## src/core/aofs_defs.svh

```systemverilog
// register offsets, field positions, reset values and decode constants
`ifndef AOFS_DEFS_SVH
`define AOFS_DEFS_SVH

`define AOFS_ADDR_EVENT_FLAGS 8'h27
`define AOFS_ADDR_X_LOW 8'h28
`define AOFS_ADDR_X_HIGH 8'h29
`define AOFS_ADDR_Y_LOW 8'h2a
`define AOFS_ADDR_Y_HIGH 8'h2b
`define AOFS_ADDR_Z_LOW 8'h2c
`define AOFS_ADDR_Z_HIGH 8'h2d
`define AOFS_ADDR_QUEUE_CONFIG 8'h2e
`define AOFS_ADDR_QUEUE_FILL 8'h2f
`define AOFS_ADDR_ORIENT_KNOCK 8'h30

`define AOFS_EV_FILL_LIMIT 7
`define AOFS_EV_WAKE 6
`define AOFS_EV_SLEEP 5
`define AOFS_EV_DTAP 4
`define AOFS_EV_STAP 3
`define AOFS_EV_ORIENT 2
`define AOFS_EV_FALL 1
`define AOFS_EV_NEW_SAMPLE 0

`define AOFS_QC_MODE_MSB 7
`define AOFS_QC_MODE_LSB 5
`define AOFS_QC_LIMIT_MSB 4
`define AOFS_QC_LIMIT_LSB 0
`define AOFS_QF_LIMIT_FLAG 7
`define AOFS_QF_OVERWRITE 6
`define AOFS_OK_PLANAR 7
`define AOFS_OK_ANGLE_MSB 6
`define AOFS_OK_ANGLE_LSB 5
`define AOFS_OK_KNOCK_MSB 4
`define AOFS_OK_KNOCK_LSB 0

`define AOFS_QUEUE_CONFIG_RST 8'h00
`define AOFS_ORIENT_KNOCK_RST 8'h00
`define AOFS_RDATA_RST 8'h00

`define AOFS_MODE_BYPASS 3'h0
`define AOFS_MODE_STOP_FULL 3'h1
`define AOFS_MODE_STREAM_TO_STOP 3'h3
`define AOFS_MODE_BYPASS_TO_STOP 3'h4
`define AOFS_MODE_STREAM 3'h6

`define AOFS_ANGLE_80 5'h06
`define AOFS_ANGLE_70 5'h0b
`define AOFS_ANGLE_60 5'h10
`define AOFS_ANGLE_50 5'h15

`define AOFS_FIFO_DEPTH 32
`define AOFS_AXIS_ZERO_BITS 2
`define AOFS_AXIS_LP1_BITS 2

`endif

```

## src/core/aofs_pkg.sv

```systemverilog
// types shared by the output, queue and status logic
package aofs_pkg;

    typedef enum logic [2:0] {
        AOFS_PH_OFF,
        AOFS_PH_STOP,
        AOFS_PH_STREAM,
        AOFS_PH_PRE_STREAM,
        AOFS_PH_WAIT
    } aofs_phase_t;

    typedef logic [15:0] aofs_axis_t;

endpackage

```

## src/core/aofs_core.sv

```systemverilog
// output registers, sample queue and event status of the accelerometer
`timescale 1ns/10ps
`include "aofs_defs.svh"

// What this block does
// - eight-bit read-only event status register
// - fill limit flag when count reaches limit
// - new sample flag once all axes fresh
// - orientation flag follows position change detection
// - wake and sleep flags follow their events
// - fall, single and double knock flags
// - axes as low then high byte, X Y Z
// - low bits zero, two more in lp1
// - mode field resets to bypass, queue off
// - mode 001 stores until full, then stops
// - mode 110 overwrites oldest when full
// - mode 011 streams until trigger drops
// - mode 100 bypasses until trigger drops
// - five-bit writable fill level limit
// - overwrite flag only when full and dropped
// - six-bit unread count, 32 means full
// - planar orientation enable bit
// - angle code decodes to 6/11/16/21 lsb
// - five-bit x knock threshold, low bits
module aofs_core #(
    parameter int DEPTH = `AOFS_FIFO_DEPTH,
    parameter int CNT_W = 6
) (
    input wire logic ref_clk,
    input wire logic rst,
    input wire logic [7:0] reg_addr,
    input wire logic reg_wr,
    input wire logic [7:0] reg_wdata,
    input wire logic reg_rd,
    output logic [7:0] reg_rdata,
    input wire logic sample_valid,
    input aofs_pkg::aofs_axis_t sample_x,
    input aofs_pkg::aofs_axis_t sample_y,
    input aofs_pkg::aofs_axis_t sample_z,
    input wire logic lp_mode1,
    input wire logic queue_trigger,
    input wire logic wake_event,
    input wire logic sleep_event,
    input wire logic double_knock_event,
    input wire logic single_knock_event,
    input wire logic orientation_event,
    input wire logic fall_event,
    output logic planar_orientation_enable,
    output logic [1:0] orientation_angle_sel,
    output logic [4:0] orientation_angle_lsb,
    output logic [4:0] x_knock_threshold
);
    import aofs_pkg::*;

    localparam int WIDTH = 48;

    aofs_phase_t phase_reg;
    aofs_phase_t phase_next;
    logic [7:0] queue_config_reg;
    logic [7:0] orient_knock_reg;
    logic [7:0] rdata_reg;
    logic [7:0] rdata_next;
    logic [5:0] event_reg;
    logic new_sample_flag;
    logic overwrite_flag;
    logic [47:0] out_reg;
    logic [4:0] angle_lsb_reg;
    aofs_axis_t fmt_x;
    aofs_axis_t fmt_y;
    aofs_axis_t fmt_z;
    logic [WIDTH-1:0] fifo_head;
    logic [CNT_W-1:0] fifo_count;
    logic fifo_full;
    logic fifo_empty;
    logic fifo_dropped;
    logic fifo_push;
    logic fifo_pop;
    logic fifo_flush;
    logic fifo_overwrite;
    logic queue_active;
    logic fill_limit_reached_flag;
    logic mode_write;
    logic knock_write;
    logic axis_read;
    logic [2:0] queue_mode_sel;
    logic [4:0] fill_level_limit;

    assign queue_mode_sel =
        queue_config_reg[`AOFS_QC_MODE_MSB:`AOFS_QC_MODE_LSB];
    assign fill_level_limit =
        queue_config_reg[`AOFS_QC_LIMIT_MSB:`AOFS_QC_LIMIT_LSB];
    assign mode_write = reg_wr && (reg_addr == `AOFS_ADDR_QUEUE_CONFIG);
    assign knock_write = reg_wr && (reg_addr == `AOFS_ADDR_ORIENT_KNOCK);
    assign axis_read = reg_rd && (reg_addr >= `AOFS_ADDR_X_LOW)
        && (reg_addr <= `AOFS_ADDR_Z_HIGH);

    // one formatter per axis keeps the masking in one place
    aofs_axis_fmt #(
        .ZERO_BITS(`AOFS_AXIS_ZERO_BITS),
        .LP1_BITS(`AOFS_AXIS_LP1_BITS)
    ) u_fmt_x (
        .raw(sample_x),
        .lp_mode1(lp_mode1),
        .fmt(fmt_x)
    );

    aofs_axis_fmt #(
        .ZERO_BITS(`AOFS_AXIS_ZERO_BITS),
        .LP1_BITS(`AOFS_AXIS_LP1_BITS)
    ) u_fmt_y (
        .raw(sample_y),
        .lp_mode1(lp_mode1),
        .fmt(fmt_y)
    );

    aofs_axis_fmt #(
        .ZERO_BITS(`AOFS_AXIS_ZERO_BITS),
        .LP1_BITS(`AOFS_AXIS_LP1_BITS)
    ) u_fmt_z (
        .raw(sample_z),
        .lp_mode1(lp_mode1),
        .fmt(fmt_z)
    );

    // queue configuration, written by the host
    always_ff @(posedge ref_clk) begin
        if (rst) begin
            queue_config_reg <= `AOFS_QUEUE_CONFIG_RST;
        end else if (mode_write) begin
            queue_config_reg <= reg_wdata;
        end
    end

    // orientation and knock settings
    always_ff @(posedge ref_clk) begin
        if (rst) begin
            orient_knock_reg <= `AOFS_ORIENT_KNOCK_RST;
        end else if (knock_write) begin
            orient_knock_reg <= reg_wdata;
        end
    end

    // queue phase machine
    always_comb begin
        phase_next = phase_reg;
        if (mode_write) begin
            unique case (reg_wdata[`AOFS_QC_MODE_MSB:`AOFS_QC_MODE_LSB])
                `AOFS_MODE_STOP_FULL: phase_next = AOFS_PH_STOP;
                `AOFS_MODE_STREAM: phase_next = AOFS_PH_STREAM;
                `AOFS_MODE_STREAM_TO_STOP: phase_next = AOFS_PH_PRE_STREAM;
                `AOFS_MODE_BYPASS_TO_STOP: phase_next = AOFS_PH_WAIT;
                default: phase_next = AOFS_PH_OFF;
            endcase
        end else if (sample_valid && !queue_trigger) begin
            unique case (phase_reg)
                AOFS_PH_PRE_STREAM: phase_next = AOFS_PH_STOP;
                AOFS_PH_WAIT: phase_next = AOFS_PH_STOP;
                AOFS_PH_OFF,
                AOFS_PH_STOP,
                AOFS_PH_STREAM: phase_next = phase_reg;
            endcase
        end
    end

    always_ff @(posedge ref_clk) begin
        if (rst) begin
            phase_reg <= AOFS_PH_OFF;
        end else begin
            phase_reg <= phase_next;
        end
    end

    assign queue_active = (phase_reg == AOFS_PH_STOP)
        || (phase_reg == AOFS_PH_STREAM)
        || (phase_reg == AOFS_PH_PRE_STREAM);
    assign fifo_overwrite = (phase_reg == AOFS_PH_STREAM)
        || (phase_reg == AOFS_PH_PRE_STREAM);
    assign fifo_push = sample_valid && queue_active;
    // a read of the last byte of a sample frees it
    assign fifo_pop = reg_rd && (reg_addr == `AOFS_ADDR_Z_HIGH)
        && queue_active;
    assign fifo_flush = (phase_reg == AOFS_PH_OFF)
        || (phase_reg == AOFS_PH_WAIT);

    aofs_sample_fifo #(
        .WIDTH(WIDTH),
        .DEPTH(DEPTH),
        .CNT_W(CNT_W)
    ) u_fifo (
        .ref_clk(ref_clk),
        .rst(rst),
        .flush(fifo_flush),
        .push(fifo_push),
        .overwrite_en(fifo_overwrite),
        .wdata({fmt_z, fmt_y, fmt_x}),
        .pop(fifo_pop),
        .head(fifo_head),
        .count(fifo_count),
        .full(fifo_full),
        .empty(fifo_empty),
        .dropped(fifo_dropped)
    );

    assign fill_limit_reached_flag =
        (fifo_count >= {1'b0, fill_level_limit});

    // output sample registers
    always_ff @(posedge ref_clk) begin
        if (rst) begin
            out_reg <= '0;
        end else if (queue_active) begin
            // head may move under an unfinished read in overwrite mode
            if (!fifo_empty) begin
                out_reg <= fifo_head;
            end
        end else if (sample_valid) begin
            out_reg <= {fmt_z, fmt_y, fmt_x};
        end
    end

    // new sample flag: set by a complete sample, cleared by axis reads
    always_ff @(posedge ref_clk) begin
        if (rst) begin
            new_sample_flag <= 1'b0;
        end else if (sample_valid) begin
            new_sample_flag <= 1'b1;
        end else if (axis_read) begin
            new_sample_flag <= 1'b0;
        end
    end

    // detection engine results, one sample per clock
    always_ff @(posedge ref_clk) begin
        if (rst) begin
            event_reg <= '0;
        end else begin
            event_reg[5] <= wake_event;
            event_reg[4] <= sleep_event;
            event_reg[3] <= double_knock_event;
            event_reg[2] <= single_knock_event;
            event_reg[1] <= orientation_event;
            event_reg[0] <= fall_event;
        end
    end

    // overwrite flag: held while full, dropped once the queue is no longer full or is flushed
    always_ff @(posedge ref_clk) begin
        if (rst) begin
            overwrite_flag <= 1'b0;
        end else if (fifo_dropped) begin
            overwrite_flag <= 1'b1;
        end else if (!fifo_full || fifo_flush) begin
            overwrite_flag <= 1'b0;
        end
    end

    always_ff @(posedge ref_clk) begin
        if (rst) begin
            angle_lsb_reg <= `AOFS_ANGLE_80;
        end else begin
            unique case (orient_knock_reg[`AOFS_OK_ANGLE_MSB:
                                          `AOFS_OK_ANGLE_LSB])
                2'h0: angle_lsb_reg <= `AOFS_ANGLE_80;
                2'h1: angle_lsb_reg <= `AOFS_ANGLE_70;
                2'h2: angle_lsb_reg <= `AOFS_ANGLE_60;
                2'h3: angle_lsb_reg <= `AOFS_ANGLE_50;
            endcase
        end
    end

    // read mux
    always_comb begin
        rdata_next = `AOFS_RDATA_RST;
        unique case (reg_addr)
            `AOFS_ADDR_EVENT_FLAGS: begin
                rdata_next[`AOFS_EV_FILL_LIMIT] = fill_limit_reached_flag;
                rdata_next[`AOFS_EV_WAKE] = event_reg[5];
                rdata_next[`AOFS_EV_SLEEP] = event_reg[4];
                rdata_next[`AOFS_EV_DTAP] = event_reg[3];
                rdata_next[`AOFS_EV_STAP] = event_reg[2];
                rdata_next[`AOFS_EV_ORIENT] = event_reg[1];
                rdata_next[`AOFS_EV_FALL] = event_reg[0];
                rdata_next[`AOFS_EV_NEW_SAMPLE] = new_sample_flag;
            end
            `AOFS_ADDR_X_LOW: rdata_next = out_reg[7:0];
            `AOFS_ADDR_X_HIGH: rdata_next = out_reg[15:8];
            `AOFS_ADDR_Y_LOW: rdata_next = out_reg[23:16];
            `AOFS_ADDR_Y_HIGH: rdata_next = out_reg[31:24];
            `AOFS_ADDR_Z_LOW: rdata_next = out_reg[39:32];
            `AOFS_ADDR_Z_HIGH: rdata_next = out_reg[47:40];
            `AOFS_ADDR_QUEUE_CONFIG: rdata_next = queue_config_reg;
            `AOFS_ADDR_QUEUE_FILL: begin
                rdata_next[`AOFS_QF_LIMIT_FLAG] = fill_limit_reached_flag;
                // flag clears a cycle after the first pop, so gate on full
                rdata_next[`AOFS_QF_OVERWRITE] = overwrite_flag && fifo_full;
                rdata_next[5:0] = 6'(fifo_count);
            end
            `AOFS_ADDR_ORIENT_KNOCK: rdata_next = orient_knock_reg;
            default: rdata_next = `AOFS_RDATA_RST;
        endcase
    end

    always_ff @(posedge ref_clk) begin
        if (rst) begin
            rdata_reg <= `AOFS_RDATA_RST;
        end else if (reg_rd) begin
            rdata_reg <= rdata_next;
        end
    end

    assign reg_rdata = rdata_reg;
    assign planar_orientation_enable = orient_knock_reg[`AOFS_OK_PLANAR];
    assign orientation_angle_sel =
        orient_knock_reg[`AOFS_OK_ANGLE_MSB:`AOFS_OK_ANGLE_LSB];
    assign orientation_angle_lsb = angle_lsb_reg;
    assign x_knock_threshold =
        orient_knock_reg[`AOFS_OK_KNOCK_MSB:`AOFS_OK_KNOCK_LSB];
endmodule // aofs_core

```

## src/core/aofs_axis_fmt.sv

```systemverilog
// one axis sample with its low resolution bits forced to zero
`timescale 1ns/10ps
module aofs_axis_fmt #(
    parameter int ZERO_BITS = 2,
    parameter int LP1_BITS = 2
) (
    input aofs_pkg::aofs_axis_t raw,
    input wire logic lp_mode1,
    output aofs_pkg::aofs_axis_t fmt
);
    import aofs_pkg::*;

    localparam aofs_axis_t ALWAYS_MASK = aofs_axis_t'((1 << ZERO_BITS) - 1);
    localparam aofs_axis_t LP1_MASK =
        aofs_axis_t'(((1 << LP1_BITS) - 1) << ZERO_BITS);

    always_comb begin
        fmt = raw & ~ALWAYS_MASK;
        if (lp_mode1) begin
            fmt = fmt & ~LP1_MASK;
        end
    end
endmodule // aofs_axis_fmt

```

## src/core/aofs_sample_fifo.sv

```systemverilog
// sample queue with optional overwrite of the oldest entry
`timescale 1ns/10ps
module aofs_sample_fifo #(
    parameter int WIDTH = 48,
    parameter int DEPTH = 32,
    parameter int CNT_W = 6
) (
    input wire logic ref_clk,
    input wire logic rst,
    input wire logic flush,
    input wire logic push,
    input wire logic overwrite_en,
    input wire logic [WIDTH-1:0] wdata,
    input wire logic pop,
    output logic [WIDTH-1:0] head,
    output logic [CNT_W-1:0] count,
    output logic full,
    output logic empty,
    output logic dropped
);
    localparam int PTR_W = $clog2(DEPTH);
    localparam logic [PTR_W-1:0] LAST = PTR_W'(DEPTH - 1);
    localparam logic [CNT_W-1:0] FULL_CNT = CNT_W'(DEPTH);

    logic [WIDTH-1:0] mem [DEPTH];
    logic [PTR_W-1:0] wr_ptr_reg;
    logic [PTR_W-1:0] rd_ptr_reg;
    logic [CNT_W-1:0] count_reg;
    logic do_pop;
    logic do_push;
    logic evict;

    assign full = (count_reg == FULL_CNT);
    assign empty = (count_reg == '0);
    assign do_pop = pop && !empty;
    // a full queue only takes a sample when a pop frees a slot in the same cycle or it may drop the oldest
    assign do_push = push && (!full || do_pop || overwrite_en);
    assign evict = push && full && !do_pop && overwrite_en;
    assign dropped = evict;
    assign head = mem[rd_ptr_reg];
    assign count = count_reg;

    always_ff @(posedge ref_clk) begin
        if (do_push) begin
            mem[wr_ptr_reg] <= wdata;
        end
    end

    always_ff @(posedge ref_clk) begin
        if (rst || flush) begin
            wr_ptr_reg <= '0;
            rd_ptr_reg <= '0;
            count_reg <= '0;
        end else begin
            if (do_push) begin
                wr_ptr_reg <= (wr_ptr_reg == LAST) ? '0 : wr_ptr_reg + 1'b1;
            end
            if (do_pop || evict) begin
                rd_ptr_reg <= (rd_ptr_reg == LAST) ? '0 : rd_ptr_reg + 1'b1;
            end
            if (do_push && !do_pop && !evict) begin
                count_reg <= count_reg + 1'b1;
            end else if (do_pop && !do_push) begin
                count_reg <= count_reg - 1'b1;
            end
        end
    end
endmodule // aofs_sample_fifo

```

## config.mk

```make
export PLATFORM = sky130hd
export DESIGN_NAME = aofs_core
export DESIGN_NICKNAME = d
export VERILOG_FILES = /design/src/core/aofs_pkg.sv /design/src/core/aofs_core.sv /design/src/core/aofs_axis_fmt.sv /design/src/core/aofs_sample_fifo.sv
export VERILOG_INCLUDE_DIRS = /design/src /design/src/core
export SDC_FILE = /design/constraint.sdc
export NUM_CORES = 1
export LEC_CHECK = 0
export BUFFER_PORTS_ARGS = -buffer_cell sky130_fd_sc_hd__buf_2
export CORE_MARGIN = 5
export CORE_UTILIZATION = 43
export CTS_CLUSTER_DIAMETER = 200
export DETAILED_ROUTE_END_ITERATION = 7
export PLACE_DENSITY = 0.69
export SETUP_SLACK_MARGIN = 0.05
export SLEW_MARGIN = 10
export SYNTH_ARGS = -nofsm -noshare
export SYNTH_HDL_FRONTEND = slang
export SYNTH_HIERARCHICAL = 1
export SYNTH_SLANG_ARGS = --single-unit
```

## constraint.sdc

```tcl
create_clock -name ref_clk -period 10.05 [get_ports ref_clk]
set_input_delay 1.5075 -clock ref_clk [delete_from_list [all_inputs] [get_ports ref_clk]]
set_output_delay 1.5075 -clock ref_clk [all_outputs]
set_load 0.02 [all_outputs]
```

# [Yosys cells after proc, flatten, opt, wreduce, memory -nomap -nowiden]
# Memories as Yosys holds them, arrays and structs flattened. A register that Yosys moved wholly into a read port is not among the register bits.
# Cells that the tools add are included.
[word_totals] rom_bits=0 latch_bits=0 n_memories=1 out_inout_bits=21 ram_bits=1536 in_bits=77 reg_bits=104 elab_cells=114
[memory_table] memory="u_fifo.mem" depth=32 width=48 read_ports=1 rd_clocked_by_memory_dff=1 write_ports=1 line="aofs_sample_fifo.sv:25" text="logic [WIDTH-1:0] mem [DEPTH];"
[classes] order_cmp=3 eq_ne=26 n_mux=24 div_mod_pow=0 n_mul=0 n_reduce_logical=44 shift=0 n_bitwise=0 n_addsub=4
[ops] cell="$mux 48" count=3
[ops] cell="$eq 8x6->1 const B" count=10
[ops] cell="$pmux 8 s10" count=1
[ops] cell="$mux 5" count=4
[ops] cell="$pmux 5 s4" count=1
[ops] cell="$logic_and 1x1->1" count=17
[ops] cell="$mux 4" count=3
[ops] cell="$mux 6" count=2
[ops] cell="$pmux 3 s4" count=1
[ops] cell="$add 5x1->5 const B" count=2
[ops] cell="$eq 5x5->1 const B" count=2
[ops] cell="$reduce_bool 2->1" count=5
[ops] cell="$eq 3x2->1 const B" count=3
[ops] cell="$eq 3x3->1 const B" count=3
[ops] cell="$logic_or 1x1->1" count=9
[ops] cell="$mux 3" count=3
[ops] cell="$ge 8x6->1 const B" count=1
[ops] cell="$le 8x6->1 const B" count=1
[ops] cell="$add 6x1->6 const B" count=1
[ops] cell="$eq 3x1->1 const B" count=2
[ops] cell="$eq 6x6->1 const B" count=1
[ops] cell="$ge 6x5->1" count=1
[ops] cell="$logic_not 1->1" count=6
[ops] cell="$logic_not 6->1" count=1
[ops] cell="10 further kinds" count=18

# [Logic depth before layout (Yosys ltp)]
[depth] depth_word=12 depth_mapped=15 mapped_depth_nobuf=13

# [Hierarchy]
# Netlist, hierarchy kept.
[modules_own_cells] module="aofs_sample_fifo" area_per_inst_um2=59385.7 n_inst=1 seq_area_each_um2=46544.6 cells_each=2360
[modules_own_cells] module="aofs_core" area_per_inst_um2=4464.3 n_inst=1 seq_area_each_um2=1761.7 cells_each=476
[modules_own_cells] module="aofs_axis_fmt" area_per_inst_um2=121.4 n_inst=3 seq_area_each_um2=0.0 cells_each=17

# [Least setup slack after synthesis]
# OpenSTA, ideal clock, no wires.
[synth_timing] kind="input to register" start="input reg_addr[7]" end="memory u_fifo.mem[30][0] (enable)" stages=9 required_ps=9596 setup_time_ps=454 n_path_buf=1 t_arrival_ps=5470 setup_slack_ps=4126 path_cell_list="or3b_1 buf_6 nor2_2 nand2_1 nor3_1 nand2b_1 o31a_1 nand2_1 nor2_1"
[synth_via] elab_chain_cells=9
[synth_lines] element="start, declared" line="aofs_core.sv:31" text="input wire logic [7:0] reg_addr,"
[synth_lines] element="$eq 8x6->1"
[synth_lines] element="$logic_and 1x1->1 (2 in series)" line="aofs_core.sv:180" text="assign fifo_pop = reg_rd && (reg_addr == `AOFS_ADDR_Z_HIGH)"
[synth_lines] element="via fifo_pop" line="aofs_core.sv:77" text="logic fifo_pop;"
[synth_lines] element="$logic_and 1x1->1" line="aofs_sample_fifo.sv:35" text="assign do_pop = pop && !empty;"
[synth_lines] element="$logic_or 1x1->1 (2 in series)" line="aofs_sample_fifo.sv:37" text="assign do_push = push && (!full || do_pop || overwrite_en);"
[synth_lines] element="$logic_and 1x1->1" line="aofs_sample_fifo.sv:37"
[synth_lines] element="$mux 1" line="aofs_sample_fifo.sv:44" text="if (do_push) begin"
[synth_lines] element="$mux 1 (implied by the code)" line="aofs_sample_fifo.sv:45" text="mem[wr_ptr_reg] <= wdata;"
[synth_lines] element="end, declared" line="aofs_sample_fifo.sv:25"
# The timed path passes the listed nets, and every way through them passes these cells.

# [Final worst setup path]
[layout_timing] start="input reg_addr[7]" end="memory u_fifo.mem[10][12] (enable)"
# The elaborated chain is that of the path after synthesis.

==> impl_metrics.json <==
{
  "status": "finished, final reports clean",
  "tritoncts": "done",
  "rr_startpoint": "phase_reg[2]",
  "synthXorXnorAreaFrac_pct": 0.0546,
  "pre_cts_slack_ns": 3.30,
  "drt_wl_total_mm": 152,
  "ctsResizeCount": 0,
  "grt_max_degree": 97,
  "grt_util_all_layers_pct": 19.3,
  "grt_antenna_before_repair": 18,
  "avgSynthCellArea_sq_um": 22.2,
  "switching_share_pct": 19.6,
  "routedWlPerCell_um": 29.9,
  "crit_end": "u_fifo/mem[10][12]",
  "synth_top_family_by_area": "multiplexers",
  "p_switching_w": 0.00268,
  "initialDrtViolationCount": 3581,
  "synthAdderAreaFrac_pct": 0.421,
  "period_needed_ns": 6.08,
  "reg2reg_depth": 9,
  "r2r_setup_slack_ns": 4.78,
  "routed_via_density": 5.98,
  "die_h_um": 396,
  "ys_seq_area_share_pct": 75.2,
  "hold_viol": 0,
  "critPathKind": "input pin to register",
  "min_path_type": "register to register",
  "place_congestion": 0.843,
  "syn-instance-count": 2887,
  "muxShareOfSynthArea_pct": 19.0,
  "mostFrequentLayoutCell": "edfxtp_1",
  "cts_made_buffers": 161,
  "seqPwrFrac_pct": 55.0,
  "io_buffers": 91,
  "power_frac_comb_pct": 1.4,
  "die_w_um": 396,
  "tns_ns": 0,
  "synth_seq_cells": 1645,
  "crit_path_end_kind": "register",
  "clock_path_buffers": 3,
  "start_util_pct": 43.4,
  "cts.clk_slew.worst_paths_ns": 0.06,
  "largest_reg_flops": 1536,
  "overflow": 0,
  "fmax_mhz": 164,
  "async_flop_share_pct": 0,
  "nNetsFinal": 3105,
  "grt_setup_unrepaired": "false",
  "ys_types": 73,
  "clk_latency_ns": 0.79,
  "clkPwrFrac_pct": 43.6,
  "layout_common_cells": "edfxtp_1, mux4_2, clkbuf_16",
  "post_dp_cell_area_sq_mm": 0.0669,
  "design_area_sq_mm": 0.0721,
  "power_density_mw_per_mm2": 189,
  "netlist_area_sq_mm": 0.0642,
  "r2r_end": "u_fifo/mem[10][12]",
  "worstMarginPinSlew_ns": 1.19,
  "dieArea_sq_mm": 0.157,
  "cts_root_buf": "clkbuf_16",
  "grt_pass1_wl_mm": 219,
  "syn_to_final_growth_pct": 12.3,
  "synth_compound_area_share_pct": 1.70,
  "critPathLaunchType": "input pin",
  "grt_pass1_vias": 30800,
  "pin_count": 98,
  "layout_setup_ws_ns": 3.97,
  "synth_edf_count": 1536,
  "cap_violations": 0,
  "dr.pass1.iters": 6,
  "rows": 141,
  "yosysWarningCount": 6,
  "worst-endpoint-arrival_ns": 6.48,
  "cts_setup_buffers": 0,
  "p_leak_nw": 21.8,
  "htree_levels": 4,
  "critPathLaunch": "reg_addr[7]",
  "cts_sinks": 1645,
  "fin_skew_ns": 0.0231,
  "worstPathRequired_ns": 10.45,
  "setup_viol": 0,
  "ant_nets": 0,
  "period_share_pct": 60.5,
  "dp_hpwl_mm": 83.1,
  "crit_fanout": 28,
  "drive_gt1_share_pct": 31.3,
  "ir_drop_uv": 167,
  "synth-main-ff-cell": "edfxtp_1",
  "slew_violations": 0,
  "intPower_w": 0.0110,
  "relSlewSlack_pct": 20.2,
  "synthSimpleGateAreaFrac_pct": 1.87,
  "coreArea_sq_mm": 0.148,
  "drc_errors": 0,
  "num_vias": 30400,
  "hold_buffers": 0
}
## kinds of logic after synthesis
family	count (synthesis)
buffers and inverters	221
XOR/XNOR	4
multiplexers	605
flip-flops	1645
adder cells (fa/ha/maj)	21
AO/OA/AOI/OAI	148
AND/OR/NAND/NOR	240
other	3
## how the worst min path moves through the flow
stage / from / endpoint / slack (ns) / cells past startpoint
2_1_floorplan: new_sample_flag / new_sample_flag / 0.45 / 2
5_1_grt: reg_rdata[3] / reg_rdata[3] / 0.51 / 1
3_3_place_gp: reg_rdata[4] / reg_rdata[4] / 0.46 / 1
6_report: reg_rdata[5] / reg_rdata[5] / 0.49 / 1
4_1_cts: reg_rdata[2] / reg_rdata[2] / 0.49 / 1
3_5_place_dp: reg_rdata[2] / reg_rdata[2] / 0.48 / 1
## worst max-delay path: stages
cell and delay [ns]:
buf_2 0.11, or3b_1 0.73, nor2_2 0.45, nand2_1 0.10
nor3_1 0.65, nand2b_1 0.34, o31a_1 0.34, nand2_1 0.53
nor2_4 0.97, buf_4 0.69
## metrics by stage
stage                     util [%]  instances  hold WS [ns]  total power (W)
after floorplan                  -       2890         0.451          0.00775
after global placement        45.2       4774         0.464          0.00783
after detailed placement      45.2       4774         0.477          0.00784
after CTS                     48.7       5070         0.491           0.0137
after global routing          48.7       5071         0.509           0.0141
final                         48.7       5079         0.490           0.0136
## cell usage after synthesis, types with 3 or more instances
library cell / count / area [sq um]
a32oi_1: 5 / 43.8
nor3_1: 9 / 45.0
o221ai_1: 3 / 26.3
nor2b_1: 16 / 100
a221oi_1: 4 / 35.0
edfxtp_1: 1536 / 46100
or3_1: 3 / 18.8
ha_1: 20 / 250
nor3b_1: 3 / 22.5
buf_1: 9 / 33.8
mux2_2: 53 / 597
nand2_1: 27 / 101
mux4_2: 485 / 10900
buf_2: 58 / 290
conb_1: 3 / 11.3
a21o_1: 3 / 22.5
buf_4: 46 / 345
inv_1: 22 / 82.6
a22oi_1: 3 / 22.5
nand3_1: 26 / 130
a31oi_1: 4 / 25.0
clkbuf_1: 81 / 304
and3_1: 5 / 31.3
o211ai_1: 3 / 22.5
or3b_2: 3 / 26.3
o22ai_1: 6 / 37.5
nand3b_1: 4 / 30.0
mux2i_1: 67 / 671
nor2_1: 109 / 409
a22o_1: 8 / 70.1
a211oi_1: 53 / 398
dfxtp_1: 109 / 2180
or2_2: 3 / 18.8
o21ai_0: 7 / 35.0
xor2_1: 3 / 26.3
buf_6: 5 / 56.3
o21ai_1: 5 / 25.0
nand2b_1: 8 / 50.1
a21oi_1: 25 / 125
## power by group through the flow
stage               logic [W]  clock network [W]  registers (W)
floorplan            0.000113                  0        0.00764
global placement     0.000179                  0        0.00765
detailed placement   0.000187                  0        0.00765
CTS                  0.000188            0.00605        0.00750
global route         0.000211            0.00635        0.00750
finish               0.000194            0.00595        0.00750
## area by class of cell
cell class                      count  area, sq um
Sequential cell                  1645        48300
Clock inverter                     81          798
Inverter                           22         82.6
Antenna cell                        9         22.5
Timing Repair Buffer              153          961
Clock buffer                      215         4430
Fill cell                       11600        75900
Tap cell                         1930         2410
Multi-Input combinational cell   1024        15100
## per-layer routing
metal / part of all wire [%] / global-route usage [%] / routed length, um / vias up
met5: 0.063 / 0 / 96 / -
met4: 3.0 / 5.65 / 4600 / 14
met3: 11 / 6.75 / 17000 / 270
met2: 46 / 29.2 / 69900 / 1431
met1: 40 / 26.8 / 60500 / 16300
li1: - / - / - / 12400
No activity file was read; power rests on OpenSTA's default activity.
